**src/design/pwr_seq_pkg.sv**
```systemverilog
// Shared constants for the power-up and hardware-restore sequencing pair.
// Assumes both ends run on one 10 MHz clock.
package pwr_seq_pkg;
  localparam int CLK_PERIOD_NS = 100;
  // Times in their printed units
  localparam int POWER_UP_INIT_TIME_US = 150;
  localparam int RESTORE_PULSE_WIDTH_NS = 200;
  localparam int RESTORE_RELEASE_TO_SELECT_NS = 200;
  localparam int RESTORE_FALL_TO_SELECT_NS = 400;
  localparam int BROWNOUT_LOW_DURATION_1V8_US = 30;
  localparam int BROWNOUT_LOW_DURATION_3V0_US = 50;
  // Cycle counts, least times rounded up
  localparam int POWER_UP_INIT_CYCLES =
    (POWER_UP_INIT_TIME_US * 1000 + CLK_PERIOD_NS - 1) / CLK_PERIOD_NS;
  localparam int RESTORE_PULSE_CYCLES =
    (RESTORE_PULSE_WIDTH_NS + CLK_PERIOD_NS - 1) / CLK_PERIOD_NS;
  localparam int RESTORE_RELEASE_CYCLES =
    (RESTORE_RELEASE_TO_SELECT_NS + CLK_PERIOD_NS - 1) / CLK_PERIOD_NS;
  localparam int RESTORE_FALL_CYCLES =
    (RESTORE_FALL_TO_SELECT_NS + CLK_PERIOD_NS - 1) / CLK_PERIOD_NS;
  // Device configuration default and refresh row counter reset value
  localparam logic [15:0] CONFIG_DEFAULT = 16'h8f1f;
  localparam logic [12:0] ROW_COUNT_RESET = 13'h0000;
  localparam int ROW_BITS = 13;
  localparam int CNT_BITS = 16;
endpackage

```
**src/design/pwr_seq_if.sv**
```systemverilog
// Pins between the memory controller and the memory device.
// Assumes one shared clock; both pins are driven by the controller only.
interface pwr_seq_if;
  logic select_n_pin;
  logic hard_restore_low;
  modport controller (output select_n_pin, output hard_restore_low);
  modport memory (input select_n_pin, input hard_restore_low);
endinterface

```
**src/design/psram_init_controller.sv**
```systemverilog
// Controller end: drives select and restore pins, gates requests.
// Assumes supply_ok from a board sensor and synchronous inputs.
module psram_init_controller
  import pwr_seq_pkg::*;
#(
  parameter int INIT_CYCLES = POWER_UP_INIT_CYCLES
)
(
  input wire logic clk,
  input wire logic reset,
  pwr_seq_if.controller pins,
  input wire logic supply_ok,
  input wire logic supply_dip,
  input wire logic restore_req,
  input wire logic xfer_req,
  output logic ready,
  output logic xfer_grant,
  output logic data_lost
);
  typedef enum logic [2:0] {
    C_POWER = 3'b000,
    C_INIT = 3'b001,
    C_PULSE = 3'b010,
    C_GAP = 3'b011,
    C_READY = 3'b100
  } ctl_state_t;

  ctl_state_t state, next_state;
  logic [CNT_BITS-1:0] count, next_count;
  logic [CNT_BITS-1:0] fall_count, next_fall_count;
  logic next_select_n, next_restore_low, next_ready;
  logic next_grant, next_lost;
  logic select_n_q, restore_low_q;
  logic restore_start;

  // Saturating step; a long stay in one state must never wrap a count
  function automatic logic [CNT_BITS-1:0] step(
    input logic [CNT_BITS-1:0] value);
    step = (value == '1) ? value : value + 1'b1;
  endfunction

  // Greater of both constraints on the release gap
  function automatic logic gap_done(input logic [CNT_BITS-1:0] gap,
                                    input logic [CNT_BITS-1:0] fall);
    gap_done = (gap >= CNT_BITS'(RESTORE_RELEASE_CYCLES))
      && (fall >= CNT_BITS'(RESTORE_FALL_CYCLES));
  endfunction

  // Restore trigger: a dip in any powered state, a request only when ready
  always_comb
  begin
    restore_start = 1'b0;
    if (supply_ok && state != C_POWER)
      restore_start = supply_dip
        || (restore_req && state == C_READY);
  end

  // Sequencing; a dip forces a fresh restore pulse
  always_comb
  begin
    next_state = state;
    next_count = step(count);
    next_fall_count = step(fall_count);
    if (!supply_ok)
    begin
      next_state = C_POWER;
      next_count = '0;
    end
    else if (restore_start)
    begin
      // Retrigger restarts both gap counts, so a held dip stays safe
      next_state = C_PULSE;
      next_count = '0;
      next_fall_count = '0;
    end
    else
    begin
      unique case (state)
        C_POWER:
        begin
          next_state = C_INIT;
          next_count = '0;
        end
        C_INIT:
          if (count >= CNT_BITS'(INIT_CYCLES - 1))
            next_state = C_READY;
        C_PULSE:
          if (count >= CNT_BITS'(RESTORE_PULSE_CYCLES - 1))
          begin
            next_state = C_GAP;
            next_count = '0;
          end
        C_GAP:
          if (gap_done(step(count), step(fall_count)))
            next_state = C_READY;
        C_READY:
          next_state = C_READY;
      endcase
    end
  end

  // Restore pin and ready follow next_state, select follows next_grant, so each leaves a flop
  always_comb
  begin
    next_lost = data_lost;
    next_grant = 1'b0;
    if (supply_ok && state == C_READY && !restore_start)
    begin
      next_grant = xfer_req;
      if (xfer_req)
        next_lost = 1'b0;
    end
    // A restore in the same cycle as a transfer wins
    if (restore_start)
      next_lost = 1'b1;
    next_restore_low = (next_state != C_PULSE);
    // Select idles high; pulsed low one cycle per granted transfer
    next_select_n = !next_grant;
    next_ready = (next_state == C_READY);
  end

  // Sequencing registers
  always_ff @(posedge clk)
  begin
    if (reset)
    begin
      state <= C_POWER;
      count <= '0;
      fall_count <= '0;
    end
    else
    begin
      state <= next_state;
      count <= next_count;
      fall_count <= next_fall_count;
    end
  end

  // Pin and status registers; pins come straight from flops
  always_ff @(posedge clk)
  begin
    if (reset)
    begin
      select_n_q <= 1'b1;
      restore_low_q <= 1'b1;
      ready <= 1'b0;
      xfer_grant <= 1'b0;
      data_lost <= 1'b1;
    end
    else
    begin
      select_n_q <= next_select_n;
      restore_low_q <= next_restore_low;
      ready <= next_ready;
      xfer_grant <= next_grant;
      data_lost <= next_lost;
    end
  end

  assign pins.select_n_pin = select_n_q;
  assign pins.hard_restore_low = restore_low_q;
endmodule

```
**src/flat_wrapper.sv**
```systemverilog
// flat-port wrapper written by rule: the top's interface ports become plain ports
module psram_init_controller_flat import pwr_seq_pkg::*;
#(
  parameter int INIT_CYCLES = POWER_UP_INIT_CYCLES
)
  (clk, reset, supply_ok, supply_dip, restore_req, xfer_req, ready, xfer_grant, data_lost, pins_select_n_pin, pins_hard_restore_low);
  pwr_seq_if pins_i ();
  input wire logic clk;
  input wire logic reset;
  input wire logic supply_ok;
  input wire logic supply_dip;
  input wire logic restore_req;
  input wire logic xfer_req;
  output logic ready;
  output logic xfer_grant;
  output logic data_lost;
  output wire logic [$bits(pins_i.select_n_pin)-1:0] pins_select_n_pin;
  output wire logic [$bits(pins_i.hard_restore_low)-1:0] pins_hard_restore_low;
  assign pins_select_n_pin = pins_i.select_n_pin;
  assign pins_hard_restore_low = pins_i.hard_restore_low;
  psram_init_controller #(.INIT_CYCLES(INIT_CYCLES)) u_core (.clk(clk), .reset(reset), .pins(pins_i), .supply_ok(supply_ok), .supply_dip(supply_dip), .restore_req(restore_req), .xfer_req(xfer_req), .ready(ready), .xfer_grant(xfer_grant), .data_lost(data_lost));
endmodule
```
**config.mk**
```make
export PLATFORM = sky130hd
export DESIGN_NAME = psram_init_controller_flat
export DESIGN_NICKNAME = d
export VERILOG_FILES = /design/src/design/pwr_seq_pkg.sv /design/src/design/pwr_seq_if.sv /design/src/design/psram_init_controller.sv /design/src/flat_wrapper.sv
export SDC_FILE = /design/constraint.sdc
export NUM_CORES = 1
export LEC_CHECK = 0
export ABC_AREA = 1
export BUFFER_PORTS_ARGS = -buffer_cell sky130_fd_sc_hd__buf_2
export CORE_MARGIN = 5
export CORE_UTILIZATION = 60
export CTS_CLUSTER_DIAMETER = 50
export CTS_CLUSTER_SIZE = 12
export DETAILED_ROUTE_END_ITERATION = 12
export PLACE_DENSITY = 0.8
export SLEW_MARGIN = 20
export SYNTH_ARGS = -nofsm -noshare
export SYNTH_HDL_FRONTEND = slang
export SYNTH_SLANG_ARGS = --single-unit
```
**constraint.sdc**
```tcl
create_clock -name clk -period 5.4 [get_ports clk]
set_clock_uncertainty 0.05 [all_clocks]
set_input_delay 0.54 -clock clk [delete_from_list [all_inputs] [get_ports clk]]
set_output_delay 0.54 -clock clk [all_outputs]
set_load 0.005 [all_outputs]
```
Yosys cells after proc, flatten, opt, wreduce, memory -nomap -nowiden
Cells that the tools add are included.
{"block": "totals", "register_bits": 40, "out_inout_bits": 5, "wordCells": 50}
{"block": "classes", "addsub": 2, "magnitude_cmp": 4, "n_eq_ne": 8, "n_mux": 14, "bitwise": 1, "n_reduce_logical": 13}
{"operator": "$mux 16", "n": 5}
{"operator": "$add 16x1->16 const B", "n": 2}
{"operator": "$eq 16x16->1 const B", "n": 2}
{"operator": "$pmux 16 s2", "n": 1}
{"operator": "$ge 16x1->1 const B", "n": 1}
{"operator": "$ge 16x11->1 const B", "n": 1}
{"operator": "$ge 16x2->1 const B", "n": 1}
{"operator": "$ge 16x3->1 const B", "n": 1}
{"operator": "$mux 3", "n": 5}
{"operator": "$pmux 3 s5", "n": 1}
{"operator": "$eq 3x2->1 const B", "n": 2}
{"operator": "$eq 3x3->1 const B", "n": 2}
{"operator": "$logic_and 1x1->1", "n": 5}
{"operator": "$eq 3x1->1 const B", "n": 1}
{"operator": "$logic_not 3->1", "n": 1}
{"operator": "$ne 3x2->1 const B", "n": 1}
{"operator": "$reduce_bool 3->1", "n": 1}
{"operator": "$reduce_or 3->1", "n": 1}
{"operator": "$logic_not 1->1", "n": 2}
{"operator": "$mux 1", "n": 2}
{"operator": "$reduce_and 2->1", "n": 1}
{"operator": "$reduce_or 2->1", "n": 1}
{"operator": "$logic_or 1x1->1", "n": 1}
{"operator": "$not 1->1", "n": 1}

Logic depth before layout (Yosys ltp)
{"block": "logic_depth", "depth_word": 9, "depth_mapped": 17}

Least setup slack after synthesis
No wires, ideal clock.
{"block": "synth_path", "kind": "register to register", "startpoint": "reg u_core.fall_count[0]", "endpoint": "reg u_core.restore_low_q, in the netlist u_core.pins.hard_restore_low", "setup_time_ns": 0.116, "arrival_time_ns": 1.729, "setup_slack_ns": 3.505, "stages_incl_launch_ff": 18, "path_buffers": 1, "path_cell_list": "dfxtp_1 ha_1 nand2_2 nor2_4 nand2_2 nor2_4 inv_2 buf_6 nand2_2 nor2_1 nand2_1 nor2_1 nand3_2 nand2_1 nand2_1 nand2_1 nand3_1 nand2_1"}
{"block": "synth_via", "elab_chain_cells": 9, "word_cells_on_any_way": 10}
{"item": "from (decl)", "line": "psram_init_controller.sv:30", "text": "logic [CNT_BITS-1:0] fall_count, next_fall_count;"}
{"item": "from (signal assigned)", "line": "psram_init_controller.sv:135", "text": "fall_count <= next_fall_count;"}
{"item": "$add 16x1->16 or $eq 16x16->1 (tied branches)", "line": "psram_init_controller.sv:39", "text": "step = (value == '1) ? value : value + 1'b1;"}
{"item": "$mux 16 (*)", "line": "psram_init_controller.sv:39"}
{"item": "$ge 16x3->1 (*)", "line": "psram_init_controller.sv:46", "text": "&& (fall >= CNT_BITS'(RESTORE_FALL_CYCLES));"}
{"item": "$logic_and 1x1->1 (*)", "line": "psram_init_controller.sv:46"}
{"item": "$mux 3 (*)", "line": "psram_init_controller.sv:94", "text": "if (gap_done(step(count), step(fall_count)))"}
{"item": "$pmux 3 s5 (*)", "line": "psram_init_controller.sv:78", "text": "unique case (state)"}
{"item": "$mux 3 (*)", "line": "psram_init_controller.sv:69", "text": "else if (restore_start)"}
{"item": "$mux 3 (*)", "line": "psram_init_controller.sv:64", "text": "if (!supply_ok)"}
{"item": "$ne 3x2->1 (*)", "line": "psram_init_controller.sv:116", "text": "next_restore_low = (next_state != C_PULSE);"}
{"item": "to (signal assigned)", "line": "psram_init_controller.sv:153", "text": "restore_low_q <= next_restore_low;"}
{"item": "to (decl)", "line": "psram_init_controller.sv:33", "text": "logic select_n_q, restore_low_q;"}
Every way passes the cells marked *; elsewhere a longest branch is shown, timed or not.
A chain may end at the register's enable or synchronous reset.

Worst setup path in the final report
Ends and elaborated chain as after synthesis.

==> results.md <==
* Slew HR at 58.64%
* Detailed Place HPWL at 4.248 mm
* Area of the die at 5449 um^2
* Post_cts resized at 0
* Vias per Instance at 5.397
* Share of layout cells above drive strength 1 at 11.97%
* Placed cells at 443
* Clk sink count at 40
* Post-DP Area at 2531 um^2
* Area Growth Syn to Fin at 8.295%
* Final Routed Wirelength at 5.479 mm
* Fin crit share at 40.81%
* R2r worst-path depth at 16
* Via count at 2434
* Max Slew Vio Count at 0
* Warning count from the yosys run at 0
* Hold Startpoint: reset
* Top cell type by total area after synthesis: dfxtp_1
* Starting density of the core at 61.53%
* Chip Width at 73.82 um
* Final routed DRC violation total at 0
* Mux contribution to synthesized area at 0%
* RSZ-0062 raised after global routing: no
* Crit Path Max Fanout at 11
* Setup bufs post-CTS at 0
* WS Path Type: reg -> reg
* Worst hold path type: in -> reg
* Tot GR Track Use at 22.09%
* Mapped cell area at 2444 um^2
* Die Y at 73.82 um
* Avg WL per Cell at 12.15 um
* Filler instances at 357
* Reg2reg end: u_core.pins.hard_restore_low
* First-pass GRT wire length at 9.515 mm
* Arrival @ worst endpoint at 2.34 ns
* CTS clock-pin slew for the worst setup and hold paths at 0.09 ns
* Commonest non-fill, non-tap cell in the layout: nand2_1
* Non-filler cells, final at 451
* Cts-stage hold buffer count at 0
* CTS tree: yes
* Setup TNS at 0 ns
* Maxcap violations at 0
* Pwr dens at 218.5 nW/um^2
* Mapped Nets at 397
* Synthesized area per cell at 6.314 um^2
* Post-layout min period at 2.204 ns
* Synth Area in XOR/XNOR at 1.434%
* Compound-cell area share of the yosys netlist at 9.473%
* Pre-antenna DRT Iters at 5
* DR iter-0 viols at 184
* Reg2Reg Setup Slack at 3.20 ns
* Htree depth at 2
* Fmax at 453.8 MHz
* Initial antenna violation count at 0
* Number of global-route vias before repair at 2251
* Simple-gate share of the synthesized area at 45.26%
* Critical Path RT at 5.54 ns
* Core area at 3971 um^2
* Final instance area at 2646 um^2
* RR Startpoint: u_core.fall_count[0]
* Routability cong. at 0.9539
* Main combinational cell family by area after synthesis: simple AND/OR/NAND/NOR gates
* Antenna Nets Post-Route at 0
* Layout Nets at 410
* Share of Yosys cell area claimed by the top area cell type at 32.77%
* Synthesized-area fraction occupied by adder cells at 2.048%
* Synth cell types at 32
* Commonest cells after routing, fill and taps aside: 102 x nand2_1, 67 x nor2_1, 48 x inv_1, 40 x dfxtp_1, 25 x nand3_1
* CTS root buf: clkbuf_8
* Max clock buf depth at 2
* Clk Latency, worst-skew pair at 0.29 ns
* Leak pwr at 0.001134 uW
* Outcome: complete, no violations
* Crit start category: flip-flop
* Top cells by area, synth: dfxtp_1 33%, nand2_1 16%, nor2_1 10%
* Ant diodes at 0
* Row count at 23
* CTS buffer count at 5
* Final Setup Violations at 0
* Port buffer count at 10
* Crit end category: flip-flop
* Worst Hold Depth at 2
* Post-synthesis instance total at 387
* Maximum VDD drop at 0.1806 mV
* Hold Vio Cnt, Final at 0
* Worst Hold Path EP: u_core.state[1]
* Worst slew pin tran at 0.6181 ns
* Grt total ovfl at 0
* Pin count of the biggest net entering global routing at 17
* Num ports at 11
* Flops & latches, synth at 40
* Sequential area share after synthesis at 32.77%
## Yosys cell counts
cell type and n:
nand2_1 102, nor2_1 67, inv_1 48, dfxtp_1 40, nand3_1 25, a21oi_1 19
o21ai_0 11, nand4_1 10, nand2_2 7, nor2_4 7, nor3_1 7, nand3_2 5
nor2_2 5, a31oi_1 4, ha_1 4, inv_2 4, nor4_1 3, buf_2 2
o21ai_1 2, xnor2_1 2, xor2_1 2, a21boi_0 1, a21o_1 1, a21oi_2 1
buf_6 1, clkbuf_1 1, nand2_4 1, nand3b_1 1, nor3b_1 1, o21a_1 1
o21bai_1 1, o31ai_1 1
## how the worst max path moves through the flow
stage | startpoint | end
3_3_place_gp | supply_ok | u_core.count[3]
4_1_cts | u_core.count[0] | u_core.pins.hard_restore_low
6_report | u_core.fall_count[0] | u_core.pins.hard_restore_low
2_1_floorplan | u_core.fall_count[0] | u_core.pins.hard_restore_low
5_1_grt | u_core.count[0] | u_core.pins.hard_restore_low
3_5_place_dp | supply_ok | u_core.count[10]
## worst max-delay path, cell delays in order, from the launching register on
cell,delay (ns)
dfxtp_1,0.39
ha_1,0.26
nand2_2,0.14
nor2_4,0.13
nand2_2,0.10
nor2_4,0.23
inv_2,0.15
nand2_1,0.10
nor2_1,0.05
nand2_1,0.06
nor2_1,0.05
nand3_2,0.09
nand2_1,0.06
nand2_1,0.05
nand2_1,0.04
nand3_1,0.08
nand2_1,0.06
## cells by family after synthesis
kind of cell    after synthesis
simple gates                241
buf+inv                      56
compound gates               42
flops                        40
xor+xnor                      4
fa+ha+maj                     4
## stage by stage
stage	total power, uW	setup WS, ns	hold WS [ns]	util [%]
final	578.2	3.196	0.4169	66.64
after global routing	596.4	2.946	0.4086	66.64
after CTS	582.0	3.197	0.4044	66.64
after detailed placement	333.2	3.045	0.4079	63.74
after global placement	332.5	3.085	0.4054	63.74
after floorplan	325.4	3.505	0.4060	-
## power by group
group | switching, uW | internal [uW]
logic | 15.7 | 8.78
clock network | 113 | 139
registers | 3.79 | 298
## sequential cells by signal (all words and copies together) (netlist names)
register,cells
u_core.pins.hard_restore_low,1
u_core.fall_count,16
u_core.count,16
u_core.ready,1
u_core.state,3
u_core.pins.select_n_pin,1
u_core.data_lost,1
u_core.xfer_grant,1
## routing by layer
metal / vias up / global-route usage [%] / share of wire (%)
met5: - / 0 / 0
met4: 0 / 7.847 / 1.6
met3: 8 / 5.882 / 6.8
met2: 89 / 34.94 / 44
met1: 1076 / 28.82 / 47
li1: 1261 / - / -
## final cells by class
cell class                      count  area [um^2]  area share (%)
Clock inverter                      3        46.29           1.749
Timing Repair Buffer               10        50.05           1.891
Multi-Input combinational cell    291         1423           53.76
Inverter                           52        195.2           7.376
Sequential cell                    40        800.8           30.26
Clock buffer                        5        68.82           2.600
Tap cell                           50        62.56           2.364
No activity file was read; power rests on OpenSTA's default activity.
